$ cat config.mk
export PLATFORM = sky130hd
export DESIGN_NAME = status_frame_builder
export DESIGN_NICKNAME = d
export VERILOG_FILES = /design/src/common/status_frame_pkg.sv /design/src/logic/byte_fifo.sv /design/src/logic/status_code_map.sv /design/src/logic/status_frame_builder.sv
export SDC_FILE = /design/constraint.sdc
export NUM_CORES = 1
export LEC_CHECK = 0
export BUFFER_PORTS_ARGS = -buffer_cell sky130_fd_sc_hd__buf_2
export CAP_MARGIN = 10
export CORE_ASPECT_RATIO = 0.5
export CORE_MARGIN = 3
export CORE_UTILIZATION = 35
export CTS_BUF_LIST = sky130_fd_sc_hd__clkbuf_8
export CTS_CLUSTER_DIAMETER = 30
export DETAILED_ROUTE_END_ITERATION = 6
export MAX_ROUTING_LAYER = met4
export PLACE_DENSITY = 0.52
export SYNTH_ARGS = -nofsm -noshare
export SYNTH_HDL_FRONTEND = slang
export SYNTH_HIERARCHICAL = 1
export SYNTH_SLANG_ARGS = --single-unit
$ cat constraint.sdc
create_clock -name clk -period 9.1 [get_ports clk]
set_input_delay 0.91 -clock clk [delete_from_list [all_inputs] [get_ports clk]]
set_output_delay 0.91 -clock clk [all_outputs]
set_load 0.005 [all_outputs]
$ cat src/common/status_frame_pkg.sv
/*
 * constants and carrier types for the status frame builder.
 * assumes one 10 MHz clock and byte-wide serial api output downstream.
 */
package status_frame_pkg;

    // ---------------------------------------------------------------
    // frame layout
    // ---------------------------------------------------------------
    localparam logic [7:0]  START_DELIM      = 8'h7e;
    localparam logic [7:0]  TYPE_MODEM       = 8'h8a;
    localparam logic [7:0]  TYPE_TX_EXT      = 8'h8b;
    localparam logic [15:0] LEN_MODEM        = 16'h0002;
    localparam logic [15:0] LEN_TX_EXT       = 16'h0007;
    localparam logic [15:0] RESERVED_ADDR    = 16'hfffe;
    localparam logic [7:0]  CHECKSUM_BASE    = 8'hff;
    localparam logic [3:0]  POS_LEN_HI       = 4'h1;
    localparam logic [3:0]  POS_TYPE         = 4'h3;
    localparam logic [3:0]  POS_FIRST_FIELD  = 4'h4;
    localparam logic [3:0]  POS_RSV_HI       = 4'h5;
    localparam logic [3:0]  POS_RSV_LO       = 4'h6;
    localparam logic [3:0]  POS_RETRY        = 4'h7;
    localparam logic [3:0]  POS_DELIVERY     = 4'h8;
    localparam logic [3:0]  POS_DISCOVERY    = 4'h9;
    localparam logic [3:0]  POS_LAST_MODEM   = 4'h4;
    localparam logic [3:0]  POS_LAST_TX_EXT  = 4'h9;

    // ---------------------------------------------------------------
    // modem status codes
    // ---------------------------------------------------------------
    localparam logic [7:0]  MS_HW_RESET      = 8'h00;
    localparam logic [7:0]  MS_WDT_RESET     = 8'h01;
    localparam logic [7:0]  MS_ID_CONFLICT   = 8'h40;
    localparam logic [7:0]  MS_NET_WDT       = 8'h42;
    localparam logic [7:0]  MS_STACK_ERR_LO  = 8'h80;

    // ---------------------------------------------------------------
    // delivery and discovery status codes
    // ---------------------------------------------------------------
    localparam logic [7:0]  DS_SUCCESS       = 8'h00;
    localparam logic [7:0]  DS_MAC_ACK       = 8'h01;
    localparam logic [7:0]  DS_CCA           = 8'h02;
    localparam logic [7:0]  DS_INDIRECT      = 8'h03;
    localparam logic [7:0]  DS_NET_ACK       = 8'h21;
    localparam logic [7:0]  DS_NO_ROUTE      = 8'h25;
    localparam logic [7:0]  DS_RES_INTERNAL  = 8'h31;
    localparam logic [7:0]  DS_RES_BUFFERS   = 8'h32;
    localparam logic [7:0]  DS_NO_SESSION    = 8'h34;
    localparam logic [7:0]  DS_ENCRYPT       = 8'h35;
    localparam logic [7:0]  DS_TOO_LARGE     = 8'h74;
    localparam logic [7:0]  DS_INDIRECT_UNRQ = 8'h75;
    localparam logic [7:0]  DISC_NONE        = 8'h00;
    localparam logic [7:0]  DISC_ROUTE       = 8'h02;

    // ---------------------------------------------------------------
    // sizes
    // ---------------------------------------------------------------
    localparam int          FIFO_DEPTH       = 16;
    localparam int          BYTE_W           = 8;

    // ---------------------------------------------------------------
    // carriers
    // ---------------------------------------------------------------
    typedef enum logic [1:0] {
        CAUSE_HW_RESET  = 2'h0,
        CAUSE_WDT_RESET = 2'h1,
        CAUSE_CONFLICT  = 2'h2,
        CAUSE_NET_WDT   = 2'h3
    } modem_cause_e;

    typedef struct packed {
        logic [7:0] frame_id;
        logic       broadcast;
        logic [7:0] retries;
        logic [7:0] delivery;
        logic       route_disc;
    } tx_done_s;

    typedef struct packed {
        logic [7:0] data;
        logic       last;
    } api_byte_s;

endpackage : status_frame_pkg

$ cat src/logic/byte_fifo.sv
/*
 * synchronous fifo with valid/ready on both sides.
 * assumes a single clock and synchronous active-high reset.
 */
`timescale 1ns/100ps
module byte_fifo #(
    parameter int WIDTH = 9,
    parameter int DEPTH = 16
) (
    input  wire logic             clk,
    input  wire logic             reset,
    input  wire logic [WIDTH-1:0] in_data,
    input  wire logic             in_valid,
    output logic                  in_ready,
    output logic      [WIDTH-1:0] out_data,
    output logic                  out_valid,
    input  wire logic             out_ready
);
    localparam int AW = $clog2(DEPTH);

    logic [WIDTH-1:0] mem [DEPTH];
    logic [AW-1:0]    wr_ptr_ff;
    logic [AW-1:0]    rd_ptr_ff;
    logic [AW:0]      count_ff;
    wire              push = in_valid && in_ready;
    wire              pop  = out_valid && out_ready;

    assign in_ready  = (count_ff != (AW+1)'(DEPTH));
    assign out_valid = (count_ff != '0);
    assign out_data  = mem[rd_ptr_ff];

    always_ff @(posedge clk) begin
        if (push) begin
            mem[wr_ptr_ff] <= in_data;
        end
    end

    always_ff @(posedge clk) begin
        if (reset) begin
            wr_ptr_ff <= '0;
            rd_ptr_ff <= '0;
            count_ff  <= '0;
        end else begin
            if (push) begin
                wr_ptr_ff <= wr_ptr_ff + 1'b1;
            end
            if (pop) begin
                rd_ptr_ff <= rd_ptr_ff + 1'b1;
            end
            count_ff <= count_ff + (AW+1)'(push) - (AW+1)'(pop);
        end
    end

    a_fifo_no_overflow : assert property (@(posedge clk) disable iff (reset)
        count_ff <= (AW+1)'(DEPTH))
        else $error("fifo count above depth");

endmodule : byte_fifo

$ cat src/logic/status_code_map.sv
/*
 * maps modem causes and transmit results onto status codes.
 * assumes causes and results are from logic on the same clock.
 */
`timescale 1ns/100ps
module status_code_map (
    input  wire status_frame_pkg::modem_cause_e cause,
    input  wire logic                            stack_err,
    input  wire logic [6:0]                      stack_code,
    input  wire status_frame_pkg::tx_done_s      tx_in,
    output logic [7:0]                           modem_code,
    output logic [7:0]                           delivery_code,
    output logic [7:0]                           discovery_code
);
    logic [7:0] cause_code;

    always_comb begin
        case (cause)
            status_frame_pkg::CAUSE_HW_RESET:  cause_code =
                status_frame_pkg::MS_HW_RESET;
            status_frame_pkg::CAUSE_WDT_RESET: cause_code =
                status_frame_pkg::MS_WDT_RESET;
            status_frame_pkg::CAUSE_CONFLICT:  cause_code =
                status_frame_pkg::MS_ID_CONFLICT;
            status_frame_pkg::CAUSE_NET_WDT:   cause_code =
                status_frame_pkg::MS_NET_WDT;
            default: cause_code = status_frame_pkg::MS_HW_RESET;
        endcase
    end

    // stack errors fill the whole upper half of the code space
    assign modem_code = stack_err ?
        (status_frame_pkg::MS_STACK_ERR_LO | {1'b0, stack_code})
        : cause_code;

    // no ack exists for broadcast, so failure cannot be seen
    assign delivery_code = tx_in.broadcast ?
        status_frame_pkg::DS_SUCCESS : tx_in.delivery;

    assign discovery_code = tx_in.route_disc ?
        status_frame_pkg::DISC_ROUTE : status_frame_pkg::DISC_NONE;

endmodule : status_code_map

$ cat src/logic/status_frame_builder.sv
/*
 * builds modem status and extended transmit status api frames and
 * streams them bytewise through a fifo to the serial api port.
 * assumes event inputs come from logic on clk; the uart side drains
 * the output stream with valid/ready.
 */
// How it works
// - modem status byte at position 4; 0x00 hw reset, 0x01 watchdog reset.
// - status 0x40 on identifier conflict change, 0x42 on network watchdog.
// - status codes 0x80 to 0xFF mean internal stack error.
// - last byte is 0xFF minus sum of bytes from position 3.
// - after reset send boot frame 7E 00 02 8A 00 75.
// - completed transmission produces a type 0x8B extended status frame.
// - no extended status frame when request frame identifier is zero.
// - broadcast transmissions always report delivery status 0x00.
// - delimiter at position 0, 16-bit length at 1, counting payload.
// - request frame identifier placed at position 4 of extended status.
// - positions 5 and 6 carry the fixed value 0xFFFE.
// - position 7 carries the application retry count.
// - position 8 carries the delivery status code.
// - codes 0x34 and 0x35 report missing session and encryption failure.
// - position 9 carries discovery status 0x00 or 0x02.
`timescale 1ns/100ps
module status_frame_builder #(
    parameter int FIFO_DEPTH = status_frame_pkg::FIFO_DEPTH
) (
    input  wire logic                            clk,
    input  wire logic                            reset,
    input  wire logic                            modem_evt,
    input  wire status_frame_pkg::modem_cause_e  modem_cause,
    input  wire logic                            modem_stack_err,
    input  wire logic [6:0]                      modem_stack_code,
    output logic                                 modem_ready,
    input  wire logic                            tx_done,
    input  wire status_frame_pkg::tx_done_s      tx_info,
    output logic                                 tx_ready,
    output status_frame_pkg::api_byte_s          api_out,
    output logic                                 api_valid,
    input  wire logic                            api_ready
);
    // ---------------------------------------------------------------
    // state
    // ---------------------------------------------------------------
    typedef enum logic [1:0] {
        ST_IDLE  = 2'b00,
        ST_MODEM = 2'b01,
        ST_TXEXT = 2'b10,
        ST_BOOT  = 2'b11
    } build_e;

    build_e      state_ff;
    build_e      nxt_state;
    logic [3:0]  pos_ff;
    logic [7:0]  sum_ff;
    logic [7:0]  mcode_ff;
    logic [7:0]  fid_ff;
    logic [7:0]  retry_ff;
    logic [7:0]  dcode_ff;
    logic [7:0]  disc_ff;

    logic [7:0]  map_modem;
    logic [7:0]  map_deliv;
    logic [7:0]  map_disc;

    status_code_map u_map (
        .cause          (modem_cause),
        .stack_err      (modem_stack_err),
        .stack_code     (modem_stack_code),
        .tx_in          (tx_info),
        .modem_code     (map_modem),
        .delivery_code  (map_deliv),
        .discovery_code (map_disc)
    );

    // ---------------------------------------------------------------
    // byte selection
    // ---------------------------------------------------------------
    wire        is_tx     = (state_ff == ST_TXEXT);
    wire        busy      = (state_ff != ST_IDLE);
    wire [15:0] frame_len = is_tx ? status_frame_pkg::LEN_TX_EXT
                                  : status_frame_pkg::LEN_MODEM;
    wire [3:0]  last_pos  = is_tx ? status_frame_pkg::POS_LAST_TX_EXT
                                  : status_frame_pkg::POS_LAST_MODEM;
    wire        at_csum   = (pos_ff == last_pos + 4'h1);
    wire [7:0]  csum      = status_frame_pkg::CHECKSUM_BASE - sum_ff;
    logic [7:0] field_byte;

    always_comb begin
        case (pos_ff)
            4'h0: field_byte = status_frame_pkg::START_DELIM;
            status_frame_pkg::POS_LEN_HI:
                field_byte = frame_len[15:8];
            4'h2: field_byte = frame_len[7:0];
            status_frame_pkg::POS_TYPE:
                field_byte = is_tx ? status_frame_pkg::TYPE_TX_EXT
                                   : status_frame_pkg::TYPE_MODEM;
            status_frame_pkg::POS_FIRST_FIELD:
                field_byte = is_tx ? fid_ff : mcode_ff;
            status_frame_pkg::POS_RSV_HI:
                field_byte = status_frame_pkg::RESERVED_ADDR[15:8];
            status_frame_pkg::POS_RSV_LO:
                field_byte = status_frame_pkg::RESERVED_ADDR[7:0];
            status_frame_pkg::POS_RETRY:
                field_byte = retry_ff;
            status_frame_pkg::POS_DELIVERY:
                field_byte = dcode_ff;
            status_frame_pkg::POS_DISCOVERY:
                field_byte = disc_ff;
            default: field_byte = 8'h00;
        endcase
    end

    wire [7:0] cur_byte = at_csum ? csum : field_byte;
    logic      fifo_in_ready;
    wire       emit     = busy && fifo_in_ready;
    wire       frame_end = emit && at_csum;

    // extended status with a zero identifier is consumed silently
    wire tx_drop  = tx_done && (tx_info.frame_id == 8'h00);
    // modem events take priority over transmit completions
    wire take_m   = !busy && modem_evt;
    wire take_tx  = !busy && !modem_evt && tx_done && !tx_drop;

    assign modem_ready = !busy;
    assign tx_ready    = (!busy && !modem_evt) || tx_drop;

    always_comb begin
        nxt_state = state_ff;
        case (state_ff)
            ST_IDLE: begin
                if (take_m) begin
                    nxt_state = ST_MODEM;
                end else if (take_tx) begin
                    nxt_state = ST_TXEXT;
                end
            end
            ST_BOOT, ST_MODEM, ST_TXEXT: begin
                if (frame_end) begin
                    nxt_state = ST_IDLE;
                end
            end
            default: nxt_state = ST_IDLE;
        endcase
    end

    // ---------------------------------------------------------------
    // sequencing
    // ---------------------------------------------------------------
    always_ff @(posedge clk) begin
        if (reset) begin
            state_ff <= ST_BOOT;
            pos_ff   <= 4'h0;
            sum_ff   <= 8'h00;
        end else begin
            state_ff <= nxt_state;
            if (!busy || frame_end) begin
                pos_ff <= 4'h0;
                sum_ff <= 8'h00;
            end else if (emit) begin
                pos_ff <= pos_ff + 4'h1;
                if (pos_ff >= status_frame_pkg::POS_TYPE) begin
                    sum_ff <= sum_ff + cur_byte;
                end
            end
        end
    end

    always_ff @(posedge clk) begin
        if (reset) begin
            mcode_ff <= status_frame_pkg::MS_HW_RESET;
            fid_ff   <= 8'h00;
            retry_ff <= 8'h00;
            dcode_ff <= 8'h00;
            disc_ff  <= 8'h00;
        end else if (take_m) begin
            mcode_ff <= map_modem;
        end else if (take_tx) begin
            fid_ff   <= tx_info.frame_id;
            retry_ff <= tx_info.retries;
            dcode_ff <= map_deliv;
            disc_ff  <= map_disc;
        end
    end

    // ---------------------------------------------------------------
    // output buffer
    // ---------------------------------------------------------------
    status_frame_pkg::api_byte_s fifo_in;
    logic [8:0]                  fifo_out;
    assign fifo_in.data = cur_byte;
    assign fifo_in.last = at_csum;
    assign api_out      = fifo_out;

    byte_fifo #(
        .WIDTH (9),
        .DEPTH (FIFO_DEPTH)
    ) u_fifo (
        .clk       (clk),
        .reset     (reset),
        .in_data   (fifo_in),
        .in_valid  (busy),
        .in_ready  (fifo_in_ready),
        .out_data  (fifo_out),
        .out_valid (api_valid),
        .out_ready (api_ready)
    );

    // ---------------------------------------------------------------
    // checks
    // ---------------------------------------------------------------
    a_delim_first : assert property (@(posedge clk) disable iff (reset)
        emit && pos_ff == 4'h0 |-> cur_byte == 8'h7e)
        else $error("frame does not open with delimiter");

    a_csum_value : assert property (@(posedge clk) disable iff (reset)
        emit && at_csum |-> (cur_byte + sum_ff) == 8'hff)
        else $error("checksum does not complete sum to ff");

    a_zero_id_drop : assert property (@(posedge clk) disable iff (reset)
        state_ff == ST_IDLE && tx_done && tx_info.frame_id == 8'h00
        && !modem_evt |=> state_ff != ST_TXEXT)
        else $error("frame sent for zero identifier");

    a_tx_type : assert property (@(posedge clk) disable iff (reset)
        emit && is_tx && pos_ff == 4'h3 |-> cur_byte == 8'h8b)
        else $error("wrong extended status type");

    a_bcast_ok : assert property (@(posedge clk) disable iff (reset)
        take_tx && tx_info.broadcast |=> dcode_ff == 8'h00)
        else $error("broadcast reported failure");

    a_reserved_fe : assert property (@(posedge clk) disable iff (reset)
        emit && is_tx && pos_ff == 4'h6 |-> cur_byte == 8'hfe)
        else $error("reserved low byte not fe");

    a_len_hi_first : assert property (@(posedge clk) disable iff (reset)
        emit && pos_ff == 4'h1 |-> cur_byte == 8'h00)
        else $error("length high byte not zero");

    a_fid_echo : assert property (@(posedge clk) disable iff (reset)
        take_tx |=> fid_ff == $past(tx_info.frame_id))
        else $error("frame identifier not captured");

    a_boot_first : assert property (@(posedge clk)
        $fell(reset) |-> state_ff == ST_BOOT && mcode_ff == 8'h00)
        else $error("boot frame not pending after reset");

    a_modem_len : assert property (@(posedge clk) disable iff (reset)
        emit && !is_tx && pos_ff == 4'h2 |-> cur_byte == 8'h02)
        else $error("modem length not two");

    c_boot_done : cover property (@(posedge clk) disable iff (reset)
        frame_end && state_ff == ST_BOOT);
    c_tx_frame : cover property (@(posedge clk) disable iff (reset)
        frame_end && is_tx);
    c_zero_drop : cover property (@(posedge clk) disable iff (reset)
        tx_drop && !busy);
    c_fifo_full : cover property (@(posedge clk) disable iff (reset)
        busy && !fifo_in_ready);

endmodule : status_frame_builder

==> flow_metrics.py <==
metrics = {
    "route": {
        "drtAntennaViolNets": 0,
        "dr_total_vias": 5883,
        "wl_um": 22200,
        "drcViolationCount": 0,
        "drtPass1Iterations": 5,
        "viasPerCell": 5.09,
        "wire_per_inst_um": 19.2,
        "drt_iter0_drc": 400,
    },
    "placed_design": {
        "placed_cell_area_sq_um": 9990,
        "io_buffer_count": 52,
        "place.gp.congestion": 0.826,
        "dp_hpwl_um": 13600,
    },
    "sta": {
        "fin_skew_ns": 0.0277,
        "setup_tns_ns": 0,
        "period_minus_slack_ns": 4.76,
        "rsz0062_at_grt": "false",
        "timing.fmax_ghz": 0.210,
        "fin_crit_sh_pct": 52.3,
        "finalHoldViolCount": 0,
        "setup_viol_count_final": 0,
        "relSlewSlack_pct": 22.7,
        "drv_slew": 0,
        "tightest_slew_ns": 1.16,
    },
    "synthesis": {
        "ys.flop_type": "edfxtp_1",
        "netlist_instances": 727,
        "synth.avg_cell_area_sq_um": 13.0,
        "yosysTopAreaCell": "edfxtp_1",
        "synth_edf_count": 144,
        "synth.top_cell.area_share_pct": 45.8,
        "synthDistinctLibCells": 62,
        "ys.warnings.count": 6,
        "synth-seq-cells": 215,
        "synth_area_sq_um": 9450,
        "async_flop_share_pct": 0,
        "synth.top_cells.by_area": "edfxtp_1, dfxtp_1, mux4_2",
        "yosysSeqAreaShare_pct": 60.8,
    },
    "cells_and_area": {
        "syn_to_final_growth_pct": 13.9,
        "drive_gt1_share_pct": 18.3,
        "final_cell_area_sq_um": 10800,
        "fillCellCount": 2477,
        "layout.nets": 854,
        "n_antenna_cell": 0,
    },
    "worst_setup_path": {
        "crit_path_end_kind": "flip-flop",
        "setup.worst_path.start_class": "flip-flop",
        "cp_data_arrival_time_ns": 5.18,
        "critPathKind": "reg -> reg",
        "cp_data_required_time_ns": 9.52,
        "cp_max_fo": 34,
    },
    "clock_tree": {
        "post_cts_buffers": 0,
        "cts_tree": "done",
        "htree_levels": 2,
        "numCtsBuffers": 37,
        "clkTransAtPathRegs_ns": 0.06,
        "ctsResizeCount": 0,
        "cts_root_buffer": "clkbuf_8",
        "clockBufferDepth": 3,
        "ctsHoldBuffers": 0,
        "clock-sinks": 215,
        "clock_latency_ns": 0.51,
    },
    "pwr": {
        "peakVddDrop_v": 0.000108,
        "p_leak_nw": 3.76,
        "powerDensity_nw_per_um2": 300,
        "total_power_mw": 3.23,
    },
    "global_routing": {
        "grt_max_degree": 59,
        "grt_pass1_vias": 5796,
        "grt-ovfl-total": 0,
        "grt_usage_pct": 15.7,
        "grt_pass1_wl_um": 33800,
        "antenna_found_initial": 1,
    },
    "floorplanning": {
        "core_area_sq_um": 25900,
        "die_y_um": 122,
        "ios": 53,
        "dieWidth_um": 238,
        "rows": 41,
        "initial_utilization_pct": 36.5,
        "die_area_sq_um": 29100,
    },
    "run": {
        "cap_violations": 0,
    },
    "worst_hold_path": {
        "min_path_type": "reg -> reg",
    },
    "outcome": {
        "status": "complete, no violations",
    },
}
==> per-stage QoR <==
step / setup slack [ns] / util, % / std cells / hold slack [ns]
after detailed placement: 4.31 / 38.6 / 1089 / 0.450
after CTS: 4.26 / 41.5 / 1151 / 0.458
final: 4.34 / 41.6 / 1156 / 0.452
after floorplan: 5.48 / - / 733 / 0.433
after global placement: 4.62 / 38.6 / 1089 / 0.446
after global routing: 3.89 / 41.6 / 1156 / 0.480
==> area by class of cell <==
| class | instances | area, sq um | share of cell area (%) |
|---|---|---|---|
| Inverter | 18 | 67.6 | 0.628 |
| Timing Repair Buffer | 68 | 380 | 3.54 |
| Clock buffer | 40 | 551 | 5.12 |
| Clock inverter | 22 | 180 | 1.67 |
| Multi-Input combinational cell | 449 | 3400 | 31.6 |
| Sequential cell | 215 | 5750 | 53.4 |
| Tap cell | 344 | 430 | 4.00 |
==> power breakdown <==
part           switching [mW]  internal [mW]
Sequential             0.0549           1.30
Combinational           0.602          0.400
Clock                   0.378          0.491
Total                    1.03           2.19
==> critical path, cell delays in order, from the launching register on <==
cell       delay (ns)
dfxtp_1          0.69
nor4bb_1         0.34
a22o_1           0.94
a2111oi_0        0.22
a21oi_1          0.94
ha_1             0.45
o21a_1           0.20
o21a_1           0.17
o22ai_1          0.20
nand4_1          0.16
a21o_1           0.23
a21oi_2          0.12
==> worst paths after layout <==
check	startpoint	to	slack, ns	depth (start not counted)
worst min-delay path	fid_ff[7]$_SDFFE_PP0P_	fid_ff[7]$_SDFFE_PP0P_	0.45	2
worst max-delay path	pos_ff[2]$_SDFFE_PP0P_	sum_ff[7]$_SDFFE_PP0P_	4.34	11
worst max register to register	pos_ff[2]$_SDFFE_PP0P_	sum_ff[7]$_SDFFE_PP0P_	4.34	11
worst min register to register	fid_ff[7]$_SDFFE_PP0P_	fid_ff[7]$_SDFFE_PP0P_	0.45	2
==> synth_stat cells, drive strengths merged, types with 5 or more instances <==
cell type  number
ha             22
dfxtp          71
mux2i           7
buf            21
inv            18
a22oi          19
xor2            7
xnor2           6
clkbuf         29
nor2b          15
nor3            5
o21ai          12
nor4            8
nor2           30
nand2         114
and2           19
edfxtp        144
a21oi          63
mux4           36
a22o            5
a211oi          6
nand3          11
==> cell usage in the layout (no fill, tap or decap), types with 11 or more instances in the layout <==
cell type / n
mux4_1: 16
nor2b_1: 14
nor2_1: 30
a22oi_1: 19
nand2_1: 114
and2_1: 14
dfxtp_1: 70
edfxtp_1: 144
mux4_2: 20
nand3_1: 11
a21oi_1: 62
o21ai_0: 12
buf_4: 16
ha_1: 22
inv_1: 25
buf_2: 52
clkbuf_8: 40
==> cells by family after synthesis <==
| kind of cell | share of synthesized area [%] |
|---|---|
| AND/OR/NAND/NOR | 11.4 |
| flip-flops | 60.8 |
| AO/OA/AOI/OAI | 8.95 |
| buffers and inverters | 4.01 |
| multiplexers | 10.2 |
| adder cells (fa/ha/maj) | 3.34 |
| XOR/XNOR | 1.21 |
| other | 0.0397 |
==> flip-flops by register name (all words and copies together), names as in the netlist, 5 cells and up, named ones only <==
signal and count:
sum_ff 8, dcode_ff 8, disc_ff 8, u_fifo/count_ff 5, mcode_ff 8, fid_ff 8, retry_ff 8, u_fifo/mem 144
==> layer usage <==
| metal | up-vias | part of all wire, % | track usage, % |
|---|---|---|---|
| met5 | - | 0 | - |
| met4 | 0 | 2.0 | 4.15 |
| met3 | 34 | 4.3 | 3.05 |
| met2 | 132 | 46 | 24.5 |
| met1 | 2887 | 47 | 21.3 |
| li1 | 2830 | - | - |
Power figures use the tool's default switching activity.
